### src/stu_map.vh
`ifndef STU_MAP_VH
`define STU_MAP_VH
// Register indices
`define STU_REG_CTRL_AUX 3'h0
`define STU_REG_CTRL_CORE 3'h1
`define STU_REG_AUX 3'h2
`define STU_REG_CORE 3'h3
`define STU_REG_CAPTURE_RELOAD_REG 3'h4
`define STU_REG_CAPCTRL 3'h5
`define STU_REG_STATUS 3'h6
// Timer control fields
`define STU_TC_PRE_LSB 0
`define STU_TC_PRE_MSB 2
`define STU_TC_SRC_LSB 3
`define STU_TC_SRC_MSB 4
`define STU_TC_RUN 5
`define STU_TC_DOWN 6
`define STU_TC_EXTDIR 7
`define STU_TC_EDGE_LSB 8
`define STU_TC_EDGE_MSB 9
`define STU_TC_RELOAD 10
`define STU_TC_OUTEN 11
// Capture control fields
`define STU_CC_PIN_EDGE_LSB 0
`define STU_CC_PIN_EDGE_MSB 1
`define STU_CC_CLR 2
`define STU_CC_UP_CNT 3
`define STU_CC_UP_DIR 4
`define STU_CC_USE_PIN 5
// Clock sources
`define STU_SRC_PRESCALE 2'h0
`define STU_SRC_PIN 2'h1
`define STU_SRC_TOGGLE 2'h2
// Reset values
`define STU_RST_CTRL 16'h0000
`define STU_RST_CAPCTRL 16'h0000
// Fastest prescaled tick in system clocks
`define STU_MIN_DIV 2
`endif

### src/stu_sync_edge.v
`timescale 1ns/1ps
module stu_sync_edge (
    input wire clk, // System clock
    input wire rst_n, // Sync reset
    input wire pin, // Asynchronous-ish pin
    output wire level, // Synchronised level
    output wire rise, // One-cycle rising pulse
    output wire fall // One-cycle falling pulse
);
    reg s1_reg;
    reg s2_reg;
    reg s3_reg;
    always @(posedge clk) begin
        if (!rst_n) begin
            s1_reg <= 1'b0;
            s2_reg <= 1'b0;
            s3_reg <= 1'b0;
        end else begin
            s1_reg <= pin;
            s2_reg <= s1_reg;
            s3_reg <= s2_reg;
        end
    end
    assign level = s2_reg;
    assign rise = s2_reg & ~s3_reg;
    assign fall = ~s2_reg & s3_reg;
endmodule

### src/stu_prescaler.v
`timescale 1ns/1ps
`include "stu_map.vh"
module stu_prescaler (
    input wire clk, // System clock
    input wire rst_n, // Sync reset
    input wire [2:0] sel, // Divide by 2^(sel+1)
    output reg tick // One-cycle count enable
);
    reg [7:0] cnt_reg;
    wire [7:0] cnt_next;
    wire [7:0] last;
    wire [31:0] span;
    assign cnt_next = cnt_reg + 8'h01;
    // Widest span is 256 clocks, so the low byte always holds it
    assign span = (32'h0000_0001 << sel) * `STU_MIN_DIV - 32'h0000_0001;
    assign last = span[7:0];
    always @(posedge clk) begin
        if (!rst_n) begin
            cnt_reg <= 8'h00;
            tick <= 1'b0;
        end else if (cnt_reg >= last) begin
            cnt_reg <= 8'h00;
            tick <= 1'b1;
        end else begin
            cnt_reg <= cnt_next;
            tick <= 1'b0;
        end
    end
endmodule

### src/stu_timer_unit.v
// Design decisions made here: the placing of the registers and the strobed register port.
`timescale 1ns/1ps
`include "stu_map.vh"
module stu_timer_unit (
    input wire clk, // System clock, 50 MHz
    input wire rst_n, // Sync reset, active low
    input wire [2:0] addr, // Register index
    input wire [15:0] wdata, // Write data
    input wire wr, // Write strobe
    input wire rd, // Read strobe
    output reg [15:0] rdata, // Read data, cycle after rd
    input wire aux_count_pin, // Aux external clock
    input wire core_count_pin, // Core external clock
    input wire aux_dir_pin, // Aux direction control pin
    input wire core_dir_pin, // Core direction control pin
    input wire capture_input_pin, // Capture trigger pin
    input wire upstream_count_input, // First unit core count input
    input wire upstream_direction_input, // First unit core direction input
    output reg toggle_latch_output_pin, // Toggle latch output
    output reg core_event_out // Over/underflow pulse to unit two
);
    ////////////////////////////////////////////////////////////////////////
    // two counters, one capture/reload
    reg [15:0] ctrl_aux_reg;
    reg [15:0] ctrl_core_reg;
    reg [15:0] capctrl_reg;
    reg [15:0] aux_reg;
    reg [15:0] core_reg;
    reg [15:0] capture_reload_reg_reg;
    reg overflow_toggle_latch;
    reg toggle_prev_reg;
    wire [2:0] aux_pre;
    wire [2:0] core_pre;
    wire aux_tick_pre;
    wire core_tick_pre;
    wire aux_cnt_lvl;
    wire aux_cnt_r;
    wire aux_cnt_f;
    wire core_cnt_lvl;
    wire core_cnt_r;
    wire core_cnt_f;
    wire aux_dir_lvl;
    wire core_dir_lvl;
    wire cap_lvl;
    wire cap_r;
    wire cap_f;
    wire up_cnt_lvl;
    wire up_cnt_r;
    wire up_cnt_f;
    wire up_dir_r;
    wire up_dir_f;
    wire wr_aux;
    wire wr_core;
    wire wr_capture_reload_reg;
    wire wr_status;
    wire [15:0] status_word;
    reg [15:0] core_next;
    reg [15:0] aux_next;
    reg [15:0] capture_reload_reg_next;
    reg latch_next;

    // Edge selection: bit0 rising, bit1 falling
    function edge_hit;
        input [1:0] sel;
        input r;
        input f;
        begin
            edge_hit = (sel[0] & r) | (sel[1] & f);
        end
    endfunction

    // Count step: source, tick, pin edges, toggle edge
    function count_en;
        input [15:0] ctrl;
        input tick;
        input r;
        input f;
        input tog;
        begin
            case (ctrl[`STU_TC_SRC_MSB:`STU_TC_SRC_LSB])
                `STU_SRC_PRESCALE: count_en = tick;
                `STU_SRC_PIN: count_en = edge_hit(ctrl[`STU_TC_EDGE_MSB:`STU_TC_EDGE_LSB], r, f);
                `STU_SRC_TOGGLE: count_en = tog;
                default: count_en = 1'b0;
            endcase
        end
    endfunction

    // Direction: software bit, or pin level when enabled
    function is_down;
        input [15:0] ctrl;
        input pin_lvl;
        begin
            is_down = ctrl[`STU_TC_EXTDIR] ? pin_lvl : ctrl[`STU_TC_DOWN];
        end
    endfunction

    ////////////////////////////////////////////////////////////////////////
    // pin synchronisers
    stu_sync_edge u_aux_cnt (
        .clk(clk),
        .rst_n(rst_n),
        .pin(aux_count_pin),
        .level(aux_cnt_lvl),
        .rise(aux_cnt_r),
        .fall(aux_cnt_f)
    );
    stu_sync_edge u_core_cnt (
        .clk(clk),
        .rst_n(rst_n),
        .pin(core_count_pin),
        .level(core_cnt_lvl),
        .rise(core_cnt_r),
        .fall(core_cnt_f)
    );
    // Direction pins act as levels only
    stu_sync_edge u_aux_dir (
        .clk(clk),
        .rst_n(rst_n),
        .pin(aux_dir_pin),
        .level(aux_dir_lvl),
        .rise(),
        .fall()
    );
    stu_sync_edge u_core_dir (
        .clk(clk),
        .rst_n(rst_n),
        .pin(core_dir_pin),
        .level(core_dir_lvl),
        .rise(),
        .fall()
    );
    stu_sync_edge u_cap (
        .clk(clk),
        .rst_n(rst_n),
        .pin(capture_input_pin),
        .level(cap_lvl),
        .rise(cap_r),
        .fall(cap_f)
    );
    stu_sync_edge u_up_cnt (
        .clk(clk),
        .rst_n(rst_n),
        .pin(upstream_count_input),
        .level(up_cnt_lvl),
        .rise(up_cnt_r),
        .fall(up_cnt_f)
    );
    stu_sync_edge u_up_dir (
        .clk(clk),
        .rst_n(rst_n),
        .pin(upstream_direction_input),
        .level(),
        .rise(up_dir_r),
        .fall(up_dir_f)
    );

    ////////////////////////////////////////////////////////////////////////
    // prescalers
    assign aux_pre = ctrl_aux_reg[`STU_TC_PRE_MSB:`STU_TC_PRE_LSB];
    assign core_pre = ctrl_core_reg[`STU_TC_PRE_MSB:`STU_TC_PRE_LSB];
    stu_prescaler u_aux_pre (
        .clk(clk),
        .rst_n(rst_n),
        .sel(aux_pre),
        .tick(aux_tick_pre)
    );
    stu_prescaler u_core_pre (
        .clk(clk),
        .rst_n(rst_n),
        .sel(core_pre),
        .tick(core_tick_pre)
    );

    ////////////////////////////////////////////////////////////////////////
    wire core_step;
    wire core_down;
    wire core_wrap;
    wire tog_edge;
    wire aux_step;
    wire aux_down;
    wire cap_trig;

    assign core_step = ctrl_core_reg[`STU_TC_RUN] &
        count_en(ctrl_core_reg, core_tick_pre, core_cnt_r, core_cnt_f, 1'b0);
    assign core_down = is_down(ctrl_core_reg, core_dir_lvl);
    assign core_wrap = core_step & (core_down ? (core_reg == 16'h0000) : (core_reg == 16'hFFFF));

    assign tog_edge = overflow_toggle_latch ^ toggle_prev_reg;
    assign aux_step = ctrl_aux_reg[`STU_TC_RUN] &
        count_en(ctrl_aux_reg, aux_tick_pre, aux_cnt_r, aux_cnt_f, tog_edge);
    assign aux_down = is_down(ctrl_aux_reg, aux_dir_lvl);

    assign cap_trig = (capctrl_reg[`STU_CC_USE_PIN] &
            edge_hit(capctrl_reg[`STU_CC_PIN_EDGE_MSB:`STU_CC_PIN_EDGE_LSB], cap_r, cap_f)) |
        (capctrl_reg[`STU_CC_UP_CNT] & (up_cnt_r | up_cnt_f)) |
        (capctrl_reg[`STU_CC_UP_DIR] & (up_dir_r | up_dir_f));

    // Write decode
    assign wr_aux = wr && (addr == `STU_REG_AUX);
    assign wr_core = wr && (addr == `STU_REG_CORE);
    assign wr_capture_reload_reg = wr && (addr == `STU_REG_CAPTURE_RELOAD_REG);
    assign wr_status = wr && (addr == `STU_REG_STATUS);

    // Core next value; software write wins over counting
    always @* begin
        core_next = core_reg;
        if (wr_core) begin
            core_next = wdata;
        end else if (core_wrap && ctrl_core_reg[`STU_TC_RELOAD]) begin
            core_next = capture_reload_reg_reg;
        end else if (core_step) begin
            core_next = core_down ? core_reg - 16'h0001 : core_reg + 16'h0001;
        end
    end

    // toggle on wrap; a wrap also flips a written value
    always @* begin
        latch_next = overflow_toggle_latch;
        if (wr_status) begin
            latch_next = wdata[0] ^ core_wrap;
        end else if (core_wrap) begin
            latch_next = ~overflow_toggle_latch;
        end
    end

    // Aux next value; clear beats software write
    always @* begin
        aux_next = aux_reg;
        if (cap_trig && capctrl_reg[`STU_CC_CLR]) begin
            aux_next = 16'h0000;
        end else if (wr_aux) begin
            aux_next = wdata;
        end else if (aux_step) begin
            aux_next = aux_down ? aux_reg - 16'h0001 : aux_reg + 16'h0001;
        end
    end

    // Capture beats software write
    always @* begin
        capture_reload_reg_next = capture_reload_reg_reg;
        if (cap_trig) begin
            capture_reload_reg_next = aux_reg;
        end else if (wr_capture_reload_reg) begin
            capture_reload_reg_next = wdata;
        end
    end

    // Status: synced levels read-only, bit0 is the toggle latch
    assign status_word = {
        11'h000,
        cap_lvl,
        up_cnt_lvl,
        core_cnt_lvl,
        aux_cnt_lvl,
        overflow_toggle_latch
    };

    ////////////////////////////////////////////////////////////////////////
    // Control registers
    always @(posedge clk) begin
        if (!rst_n) begin
            ctrl_aux_reg <= `STU_RST_CTRL;
            ctrl_core_reg <= `STU_RST_CTRL;
            capctrl_reg <= `STU_RST_CAPCTRL;
        end else if (wr) begin
            case (addr)
                `STU_REG_CTRL_AUX: ctrl_aux_reg <= wdata;
                `STU_REG_CTRL_CORE: ctrl_core_reg <= wdata;
                `STU_REG_CAPCTRL: capctrl_reg <= wdata;
                default: ;
            endcase
        end
    end

    ////////////////////////////////////////////////////////////////////////
    // Core timer and toggle latch; a core write wins over counting, a wrap still flips a written latch
    always @(posedge clk) begin
        if (!rst_n) begin
            core_reg <= 16'h0000;
            overflow_toggle_latch <= 1'b0;
            toggle_prev_reg <= 1'b0;
            core_event_out <= 1'b0;
            toggle_latch_output_pin <= 1'b0;
        end else begin
            toggle_prev_reg <= overflow_toggle_latch;
            core_event_out <= core_wrap;
            toggle_latch_output_pin <= ctrl_core_reg[`STU_TC_OUTEN] & overflow_toggle_latch;
            core_reg <= core_next;
            overflow_toggle_latch <= latch_next;
        end
    end

    ////////////////////////////////////////////////////////////////////////
    // Aux timer and capture/reload register
    always @(posedge clk) begin
        if (!rst_n) begin
            aux_reg <= 16'h0000;
            capture_reload_reg_reg <= 16'h0000;
        end else begin
            capture_reload_reg_reg <= capture_reload_reg_next;
            aux_reg <= aux_next;
        end
    end

    ////////////////////////////////////////////////////////////////////////
    // Read port; unmapped reads return zero
    always @(posedge clk) begin
        if (!rst_n) begin
            rdata <= 16'h0000;
        end else if (rd) begin
            case (addr)
                `STU_REG_CTRL_AUX: rdata <= ctrl_aux_reg;
                `STU_REG_CTRL_CORE: rdata <= ctrl_core_reg;
                `STU_REG_AUX: rdata <= aux_reg;
                `STU_REG_CORE: rdata <= core_reg;
                `STU_REG_CAPTURE_RELOAD_REG: rdata <= capture_reload_reg_reg;
                `STU_REG_CAPCTRL: rdata <= capctrl_reg;
                `STU_REG_STATUS: rdata <= status_word;
                default: rdata <= 16'h0000;
            endcase
        end else begin
            rdata <= 16'h0000;
        end
    end
endmodule

### config.mk
export PLATFORM = sky130hd
export DESIGN_NAME = stu_timer_unit
export DESIGN_NICKNAME = d
export VERILOG_FILES = /design/src/stu_sync_edge.v /design/src/stu_prescaler.v /design/src/stu_timer_unit.v
export VERILOG_INCLUDE_DIRS = /design/src
export SDC_FILE = /design/constraint.sdc
export NUM_CORES = 1
export LEC_CHECK = 0
export BUFFER_PORTS_ARGS = -buffer_cell sky130_fd_sc_hd__buf_2
export CORE_UTILIZATION = 65
export DETAILED_ROUTE_END_ITERATION = 7
export PLACE_DENSITY = 0.82
export RECOVER_POWER = 100
export SKIP_LAST_GASP = 1
export SLEW_MARGIN = 20
export SYNTH_ARGS = -nofsm -noshare
export SYNTH_HDL_FRONTEND = slang
export SYNTH_HIERARCHICAL = 1
export SYNTH_SLANG_ARGS = --single-unit
export TNS_END_PERCENT = 100
### constraint.sdc
create_clock -name clk -period 5.1 [get_ports clk]
set_input_delay 0.51 -clock clk [delete_from_list [all_inputs] [get_ports clk]]
set_output_delay 0.51 -clock clk [all_outputs]
set_load 0.02 [all_outputs]
After elaboration in Yosys (flattened, before gate mapping):

Cells that the tools add are included.

* word-level logic and storage cells: 140
* register bits after elaboration: 153

* $lt $le $gt $ge: 2
* bitwise gates (word level): 44
* shift-type cells: 2
* equality and inequality tests: 10
* reductions and logical operators: 21
* add/sub/neg operators: 8
* multiplexer cells: 19

Operators by type and width (number)
* $mux W16: 9
* $pmux W16 S7: 1
* $add A16 B1 Y16 const B: 2
* $sub A16 B1 Y16 const B: 2
* $and A1 B1 Y1: 23
* $add A8 B1 Y8 const B: 2
* $eq A16 B16 Y1 const B: 1
* $ge A8 B8 Y1: 2
* $logic_not A16 Y1: 1
* $sub A8 B1 Y8 const B: 2
* $shl A1 B3 Y7 const A: 2
* $not A1 Y1: 12
* $eq A3 B3 Y1 const B: 3
* $reduce_and A2 Y1: 4
* $mux W1: 7
* $or A1 B1 Y1: 7
* $eq A3 B2 Y1 const B: 2
* $logic_and A1 B1 Y1: 6
* $reduce_bool A2 Y1: 3
* $reduce_or A2 Y1: 3
* $eq A2 B1 Y1 const B: 2
* $logic_not A2 Y1: 2
* $eq A3 B1 Y1 const B: 1
* $logic_not A3 Y1: 1
* 5 further kinds: 6

Logic depth before layout (Yosys ltp):

Gate-level depths: netlist of run 1.

* word-level depth: 10
* gate-level depth with buffers: 11

Modules after synthesis:

Netlist of run 1, hierarchy kept.

Modules (own cells, without submodules)
* stu_timer_unit: instances 1, cells an instance 838, area each 6886.6 um2
* stu_prescaler: instances 2, cells an instance 59, area each 521.8 um2
* stu_sync_edge: instances 7, cells an instance 8, area each 91.3 um2

Worst setup path before layout of run 1:

OpenSTA, ideal clock, no wires.

* path kind: register to register
* from: reg ctrl_core_reg[7]
* to: reg core_reg[15]
* path slack: 2.109 ns
* cell stages (with the launch flop): 11
* required time: 5.040 ns
* clock period less this slack: 2.991 ns
* data arrival time: 2.931 ns
* path buffers: 0
* cells stage by stage: dfxtp_1 > mux2_2 > ha_1 > nand3_1 > nor4_2 > a21oi_1 > o211a_1 > or4_4 > a211o_1 > a21oi_1 > o221a_1

* word-level cells in the longest chain between the ends: 6

RTL lines
* start: declaration: RTL line stu_timer_unit.v:25 `reg [15:0] ctrl_core_reg;`
* start signal: assignment: RTL line stu_timer_unit.v:264 `` ctrl_core_reg <= `STU_RST_CTRL; ``
* start signal: assignment: RTL line stu_timer_unit.v:269 `` `STU_REG_CTRL_CORE: ctrl_core_reg <= wdata; ``
* $mux W1 (*): RTL line stu_timer_unit.v:94 `` is_down = ctrl[`STU_TC_EXTDIR] ? pin_lvl : ctrl[`STU_TC_DOWN]; ``
* $mux W1: RTL line stu_timer_unit.v:187 `assign core_wrap = core_step & (core_down ? (core_reg == 16'h0000) : (core_reg == 16'hFFFF));`
* $and A1 B1 Y1: RTL line stu_timer_unit.v:187
* $logic_and A1 B1 Y1: RTL line stu_timer_unit.v:210 `` end else if (core_wrap && ctrl_core_reg[`STU_TC_RELOAD]) begin ``
* $mux W16: RTL line stu_timer_unit.v:210
* $mux W16: RTL line stu_timer_unit.v:208 `if (wr_core) begin`
* end signal: assignment: RTL line stu_timer_unit.v:289 `core_reg <= core_next;`
* end: declaration: RTL line stu_timer_unit.v:28 `reg [15:0] core_reg;`

Mark *: on every way between the ends. The rest lies on a longest branch, timed or not. The select of a mux whose other input is x is not followed.
A chain may end at the register's enable or synchronous reset.

Worst setup path in the final report of run 1:

* from: in addr[0]
* to: reg aux_reg[8]

* word-level cells in the longest chain between the ends: 3

RTL lines
* start: declaration: RTL line stu_timer_unit.v:7 `input wire [2:0] addr,`
* $eq A3 B2 Y1 (*)
* $logic_and A1 B1 Y1 (*): RTL line stu_timer_unit.v:200 `` assign wr_aux = wr && (addr == `STU_REG_AUX); ``
* $mux W16 / $reduce_bool A2 Y1 (equally long branches)
* end signal: assignment: RTL line stu_timer_unit.v:302 `aux_reg <= aux_next;`
* end: declaration: RTL line stu_timer_unit.v:27 `reg [15:0] aux_reg;`

Mark *: on every way between the ends. The rest lies on a longest branch, timed or not.

==> impl_metrics.env, run 1 <==
export IMPL_drcViolationCount=0
export IMPL_tns_ns=0
export IMPL_hpwl_um=15600
export IMPL_path_max_fanout=45
export IMPL_layout_common_cells="dfxtp_1 (153), nand2_1 (146), nor2_1 (87)"
export IMPL_firstDrtPassIters=6
export IMPL_cts_setup_buffers=0
export IMPL_io_pins=48
export IMPL_cts_htree_levels=4
export IMPL_fill_cells=1010
export IMPL_clock_sinks=153
export IMPL_grt_pass1_wl_um=36100
export IMPL_drt_antenna_violating_nets=0
export IMPL_hold_path_class="input pin to flip-flop"
export IMPL_required_ns=5.42
export IMPL_drive_above_1_share=0.0976
export IMPL_path_clk_slew_ns=0.06
export IMPL_max_clock_freq_ghz=0.266
export IMPL_peakVddDrop_mv=0.232
export IMPL_grt_setup_unrepaired="false"
export IMPL_busiest_layer="met2"
export IMPL_clk_path_buf_depth=2
export IMPL_slew_headroom=-0.442
export IMPL_gr_usage_met1=0.464
export IMPL_grt_pass1_vias=7050
export IMPL_period_minus_slack_ns=3.77
export IMPL_core_area_sq_mm=0.0127
export IMPL_worstPathArrival_ns=4.09
export IMPL_dr_total_vias=7726
export IMPL_die_x_um=116
export IMPL_initial_core_util=0.670
export IMPL_finalInstanceArea_sq_mm=0.00939
export IMPL_drt_iter0_markers=760
export IMPL_slew_viol_final=149
export IMPL_gp_congestion=0.904
export IMPL_post_cts_resized=0
export IMPL_failed_checks="max-capacitance violations, max-slew violations"
export IMPL_cts_hold_buffers=0
export IMPL_multi_input_area_sq_mm=0.00519
export IMPL_cts_tree="built"
export IMPL_syn_inst=1004
export IMPL_area_growth_pct=10.6
export IMPL_drt_total_wl_um=22600
export IMPL_grtUsageMet3=0.0825
export IMPL_grtUsageMet2=0.541
export IMPL_ys_warn_count=6
export IMPL_io_buffers=47
export IMPL_routedWlPerCell_um=18.6
export IMPL_antenna_found_initial=0
export IMPL_worstSetupPathType="input pin to flip-flop"
export IMPL_grt_total_usage=0.348
export IMPL_status="finished, violations left"
export IMPL_hold_viol=0
export IMPL_die_area_sq_mm=0.0135
export IMPL_overflow=0
export IMPL_dpl_cell_area_sq_mm=0.00885
export IMPL_n_antenna_cell=0
export IMPL_p_leak_nw=3.68
export IMPL_syn_nets=1080
export IMPL_endpoint_kind="flip-flop"
export IMPL_grt_max_degree=46
export IMPL_die_y_um=116
export IMPL_powerDensity_mw_per_mm2=312
export IMPL_syn_area_per_cell_sq_um=8.46
export IMPL_synth_area_sq_mm=0.00849
export IMPL_post_route_period_util=0.738
export IMPL_cts_inserted_buffers=17
export IMPL_clk_latency_ns=0.43
export IMPL_final_common_cell="dfxtp_1"
export IMPL_drv_cap=4
export IMPL_seq_area_sq_mm=0.00306
export IMPL_skew_ns=0.00793
export IMPL_start_kind="input pin"
export IMPL_cts_root_buf="clkbuf_16"
export IMPL_nets=1108
export IMPL_rows=41
export IMPL_setup_viol_count_final=0
export IMPL_worst_pin_slew_ns=2.16
export IMPL_via_per_inst=6.35
## stage by stage
stage	worst slack [ns]	std cells	power, mW	util	hold slack, ns
2_1_floorplan	2.11	1004	1.57	-	0.412
3_3_place_gp	1.97	1185	1.67	0.698	0.415
3_5_place_dp	1.93	1185	1.67	0.698	0.422
4_1_cts	1.91	1217	2.94	0.745	0.273
5_1_grt	1.07	1217	3.03	0.741	0.280
6_report	1.33	1217	2.93	0.741	0.275
## power by group
part           total [mW]  switching (mW)  internal (mW)  leakage, nW
clock network        1.28           0.529          0.750        0.287
registers            1.31          0.0618           1.25         1.24
logic               0.335           0.201          0.133         2.15
## cell type report
| type | instances | share of cell area |
|---|---|---|
| multi-input combinational | 790 | 0.552 |
| sequential | 153 | 0.326 |
| clock buffer | 19 | 0.0482 |
| timing repair buffer | 58 | 0.0304 |
| tap | 172 | 0.0229 |
| clock inverter | 13 | 0.0151 |
| inverter | 12 | 0.00480 |
## routing by layer
metal	vias up	routed length, um
met5	-	0
met4	0	613
met3	60	2120
met1	3617	9680
li1	3672	-
met2	377	10200
## critical path, stage by stage
cell and delay (ns):
clkbuf_1 1.51, nand2b_1 0.41, or2_0 1.10, o311ai_0 0.31
o21ai_0 0.16, nor2_1 0.06
## path summary, 6_finish.rpt
check	startpoint	endpoint	slack (ns)	depth (start not counted)
max	addr[0]	aux_reg[8]	1.33	6
min	upstream_count_input	u_up_cnt/s1_reg	0.28	2
max reg2reg	ctrl_core_reg[7]	core_reg[14]	1.70	10
min reg2reg	u_aux_cnt/s1_reg	u_aux_cnt/level	0.44	1
Note: power is estimated with default switching activity, not from simulation.
==> inputs of run 2 (changes only) <==
Settings changed: ABC_AREA set to 1, CORE_UTILIZATION 65 to 62, PLACE_DENSITY 0.82 to 0.79.
Clock period 5.1 ns to 3.5 ns, I/O delays scaled along.
==> impl_metrics.env, run 2 <==
export IMPL_die_y_um=122
export IMPL_failed_checks="max-capacitance violations, max-slew violations"
export IMPL_skew_ns=0.00756
export IMPL_worstPathArrival_ns=3.18
export IMPL_cts_htree_levels=4
export IMPL_hold_path_class="input pin to flip-flop"
export IMPL_crit_buf_inv=2
export IMPL_setup_viol_count_final=0
export IMPL_hpwl_um=17800
export IMPL_reg2reg_depth=14
export IMPL_path_max_fanout=10
export IMPL_cts_hold_buffers=0
export IMPL_max_clock_freq_ghz=0.347
export IMPL_cts_root_buf="clkbuf_16"
export IMPL_firstDrtPassIters=5
export IMPL_grt_pass1_wl_um=40000
export IMPL_grt_max_degree=48
export IMPL_min_from="upstream_count_input"
export IMPL_path_clk_slew_ns=0.06
export IMPL_hold_path_depth=3
export IMPL_clock_sinks=153
export IMPL_r2r_end="core_reg[14]"
export IMPL_antenna_found_initial=0
export IMPL_die_area_sq_mm=0.0148
export IMPL_clk_latency_ns=0.43
export IMPL_area_growth_pct=10.1
export IMPL_n_antenna_cell=0
export IMPL_clk_path_buf_depth=2
export IMPL_slew_viol_final=48
export IMPL_dr_total_vias=8754
export IMPL_worstSetupPathType="flip-flop to flip-flop"
export IMPL_drive_above_1_share=0.0904
export IMPL_cpPeakStageDelay_ns=0.77
export IMPL_drt_antenna_violating_nets=0
export IMPL_status="finished, violations left"
export IMPL_overflow=0
export IMPL_drv_cap=1
export IMPL_io_buffers=47
export IMPL_drt_total_wl_um=24700
export IMPL_finalNonFillerCells=1518
export IMPL_post_cts_resized=0
export IMPL_p_leak_nw=4.33
export IMPL_syn_nets=1365
export IMPL_io_pins=48
export IMPL_start_kind="flip-flop"
export IMPL_rr_startpoint="ctrl_core_reg[6]"
export IMPL_synth_area_sq_mm=0.00886
export IMPL_initial_core_util=0.636
export IMPL_cts_tree="built"
export IMPL_worst_pin_slew_ns=1.97
export IMPL_cts_setup_buffers=0
export IMPL_critical_path_startpoint="ctrl_core_reg[6]"
export IMPL_cts_inserted_buffers=17
export IMPL_slowest_stage="o21ai_1"
export IMPL_ys_warn_count=6
export IMPL_syn_inst=1289
export IMPL_gp_congestion=0.928
export IMPL_min_to="u_up_cnt/s1_reg"
export IMPL_drcViolationCount=0
export IMPL_hold_viol=0
export IMPL_crit_chain="inv_1 -> o21ai_1 -> buf_4 -> ha_1 -> a21oi_1 -> nand2_1 -> a21oi_1 -> nand2_1 -> nand2_1 -> nand2_1 -> nand2_1 -> nand3_1 -> nand2_1 -> a21oi_1"
export IMPL_post_route_period_util=0.823
export IMPL_period_minus_slack_ns=2.88
export IMPL_crit_top_cell="nand2_1"
export IMPL_rows=43
export IMPL_tns_ns=0
export IMPL_peakVddDrop_mv=0.330
export IMPL_nets=1402
export IMPL_routedWlPerCell_um=16.2
export IMPL_required_ns=3.80
export IMPL_endpoint_kind="flip-flop"
export IMPL_final_common_cell="nand2_1"
export IMPL_drt_iter0_markers=1094
export IMPL_grt_setup_unrepaired="false"
export IMPL_powerDensity_mw_per_mm2=449
export IMPL_layout_common_cells="nand2_1 (321), inv_1 (172), dfxtp_1 (153)"
export IMPL_slew_headroom=-0.315
export IMPL_die_x_um=122
export IMPL_via_per_inst=5.77
export IMPL_path_delay_family="compound AO/OA/AOI/OAI gates"
export IMPL_grt_pass1_vias=7954
export IMPL_grt_total_usage=0.351
export IMPL_rrSetupSlack_ns=0.62
export IMPL_syn_area_per_cell_sq_um=6.87
export IMPL_numPlacedInstances=1487
export IMPL_core_area_sq_mm=0.0139
==> run 2: per-stage QoR <==
| stage | hold WS (ns) | total power [mW] | utilization | setup slack, ns | cell area (sq um) |
|---|---|---|---|---|---|
| finish | 0.0879 | 4.38 | 0.700 | 0.620 | 9750 |
| global route | 0.110 | 4.55 | 0.700 | 0.362 | 9750 |
| CTS | 0.0807 | 4.39 | 0.706 | 1.01 | 9840 |
| detailed placement | 0.398 | 2.50 | 0.663 | 1.02 | 9240 |
| global placement | 0.392 | 2.49 | 0.663 | 1.10 | 9240 |
| floorplan | 0.390 | 2.34 | - | 0.712 | 8860 |
==> run 2: cell type report <==
class | count | area, sq um
Sequential cell | 153 | 3060
Clock buffer | 19 | 433
Timing Repair Buffer | 63 | 310
Multi-Input combinational cell | 905 | 4850
Fill cell | 1222 | 4180
Clock inverter | 12 | 176
Inverter | 186 | 698
Tap cell | 180 | 225
==> run 2: power by group <==
| part | leakage (nW) | internal (mW) | switching (mW) | total, mW |
|---|---|---|---|---|
| sequential | 1.24 | 1.83 | 0.0810 | 1.91 |
| clock | 0.293 | 1.19 | 0.727 | 1.91 |
| combinational | 2.80 | 0.182 | 0.373 | 0.555 |
| total | 4.33 | 3.20 | 1.18 | 4.38 |
==> run 2: per-layer routing <==
| metal | track usage | vias to the layer above | routed length, um |
|---|---|---|---|
| li1 | - | 4306 | - |
| met1 | 0.481 | 3968 | 10700 |
| met2 | 0.540 | 431 | 11000 |
| met3 | 0.0712 | 49 | 2260 |
| met4 | 0.142 | 0 | 660 |
| met5 | 0 | - | 0 |
==> run 2: worst max-delay path by stage <==
stage	end	slack (ns)	depth (start not counted)
floorplan	aux_reg[13]	0.71	12
global placement	core_reg[15]	1.10	16
detailed placement	core_reg[13]	1.02	16
CTS	core_reg[13]	1.01	16
global route	core_reg[14]	0.36	14
finish	core_reg[14]	0.62	14
==> run 2: worst min-delay path: cells and delay by family <==
kind                   cells  cell delay [ns]
buffers and inverters      2             0.11
and+or+nand+nor            1             0.04
==> inputs of run 3 (changes only) <==
Settings changed: CORE_UTILIZATION 62 to 56, PLACE_DENSITY 0.79 to 0.75.
Clock period 3.5 ns to 2.64 ns, I/O delays scaled along.
==> impl_metrics.env, run 3 (synthesized netlist as in run 2, its figures left out) <==
export IMPL_nets=1408
export IMPL_numPlacedInstances=1524
export IMPL_initial_core_util=0.578
export IMPL_peakVddDrop_mv=0.745
export IMPL_via_per_inst=5.59
export IMPL_grt_pass1_vias=8129
export IMPL_clk_latency_ns=0.43
export IMPL_worstPathArrival_ns=2.54
export IMPL_hold_path_class="input pin to flip-flop"
export IMPL_clk_path_buf_depth=2
export IMPL_grt_max_degree=33
export IMPL_cts_setup_buffers=0
export IMPL_n_antenna_cell=0
export IMPL_hpwl_um=17700
export IMPL_place_worst_setup_slack_ns=0.439
export IMPL_post_cts_resized=0
export IMPL_powerDensity_mw_per_mm2=601
export IMPL_die_area_sq_mm=0.0163
export IMPL_drv_cap=0
export IMPL_drt_total_wl_um=24300
export IMPL_cts_inserted_buffers=17
export IMPL_dr_total_vias=8691
export IMPL_p_leak_nw=4.37
export IMPL_cts_root_buf="clkbuf_16"
export IMPL_rr_startpoint="ctrl_core_reg[6]"
export IMPL_endpoint_kind="flip-flop"
export IMPL_grt_setup_unrepaired="false"
export IMPL_worst_pin_slew_ns=1.46
export IMPL_drt_antenna_violating_nets=0
export IMPL_crit_end="core_reg[13]"
export IMPL_period_minus_slack_ns=2.29
export IMPL_core_area_sq_mm=0.0153
export IMPL_drt_iter0_markers=1080
export IMPL_status="finished clean"
export IMPL_setup_ws_ns=0.350
export IMPL_required_ns=2.89
export IMPL_grt_total_usage=0.310
export IMPL_rows=45
export IMPL_hold_viol=0
export IMPL_gp_congestion=0.943
export IMPL_worstSetupPathType="flip-flop to flip-flop"
export IMPL_drcViolationCount=0
export IMPL_slew_headroom=0.0274
export IMPL_cts_htree_levels=4
export IMPL_slew_viol_final=0
export IMPL_timing_hold_ws_ns=0.0151
export IMPL_grt_pass1_wl_um=39800
export IMPL_firstDrtPassIters=7
export IMPL_r2r_end="core_reg[13]"
export IMPL_io_pins=48
export IMPL_final_common_cell="nand2_1"
export IMPL_path_clk_slew_ns=0.06
export IMPL_area_growth_pct=11.2
export IMPL_dr_max_layer_used="met4"
export IMPL_die_x_um=128
export IMPL_antenna_found_initial=0
export IMPL_cts_tree="built"
export IMPL_die_y_um=128
export IMPL_io_buffers=47
export IMPL_setup_viol_count_final=0
export IMPL_wl_met2_um=10700
export IMPL_skew_ns=0.00773
export IMPL_reg2reg_depth=16
export IMPL_layout_common_cells="nand2_1 (323), inv_1 (173), dfxtp_1 (153)"
export IMPL_critical_path_startpoint="ctrl_core_reg[6]"
export IMPL_finalNonFillerCells=1556
export IMPL_start_kind="flip-flop"
export IMPL_clock_sinks=153
export IMPL_wl_met3_um=2160
export IMPL_path_max_fanout=13
export IMPL_cts_hold_buffers=0
export IMPL_rrSetupSlack_ns=0.35
export IMPL_tns_ns=0
export IMPL_routedWlPerCell_um=15.6
export IMPL_post_route_period_util=0.868
export IMPL_max_clock_freq_ghz=0.437
export IMPL_drive_above_1_share=0.0914
export IMPL_overflow=0
export IMPL_met1Wirelength_um=10800
-- run 3: worst max-delay path, cell delays in order, from the launching register on --
cell     delay [ns]
dfxtp_1        0.30
inv_1          0.08
o21ai_2        0.20
buf_4          0.24
ha_1           0.32
nand2_1        0.18
inv_1          0.06
nand2_1        0.06
nand2_1        0.04
a21oi_1        0.16
nand2_1        0.07
nand2_1        0.06
nand2_1        0.07
nand2_1        0.07
nand3_1        0.08
nand2_1        0.08
a21oi_2        0.05
-- run 3: area by class of cell --
| type | instances | area, sq um |
|---|---|---|
| fillers | 1416 | 5460 |
| multi-input cells | 905 | 4840 |
| flip-flops and latches | 153 | 3060 |
| inverters | 186 | 698 |
| clock buffers | 21 | 440 |
| repair buffers | 69 | 348 |
| well taps | 211 | 264 |
| clock inverters | 11 | 194 |
-- run 3: metal layers --
| metal | GRT usage | up-vias |
|---|---|---|
| met5 | 0 | - |
| met4 | 0.109 | 0 |
| met3 | 0.0747 | 64 |
| met2 | 0.484 | 391 |
| met1 | 0.416 | 3917 |
| li1 | - | 4319 |
-- run 3: worst min path at each step --
stage          cells after the start           endpoint              start
2_1_floorplan                      2    u_aux_cnt/level              rst_n
3_3_place_gp                       2     u_up_dir/level    u_up_dir/s1_reg
3_5_place_dp                       2   u_core_cnt/level  u_core_cnt/s1_reg
4_1_cts                            3  u_core_dir/s1_reg       core_dir_pin
5_1_grt                            3   u_aux_dir/s1_reg        aux_dir_pin
6_report                           3   u_aux_dir/s1_reg        aux_dir_pin
-- run 3: per-stage QoR --
step | power (mW) | util | instance area, sq um
after floorplan | 3.10 | - | 8860
after global placement | 3.31 | 0.609 | 9330
after detailed placement | 3.33 | 0.609 | 9330
after CTS | 5.95 | 0.651 | 9970
after global routing | 6.13 | 0.643 | 9850
final | 5.92 | 0.643 | 9850
-- run 3: where the power goes --
| group | internal [mW] | switching, mW | total, mW |
|---|---|---|---|
| Clock | 1.68 | 0.971 | 2.65 |
| Sequential | 2.42 | 0.103 | 2.53 |
| Combinational | 0.244 | 0.496 | 0.740 |
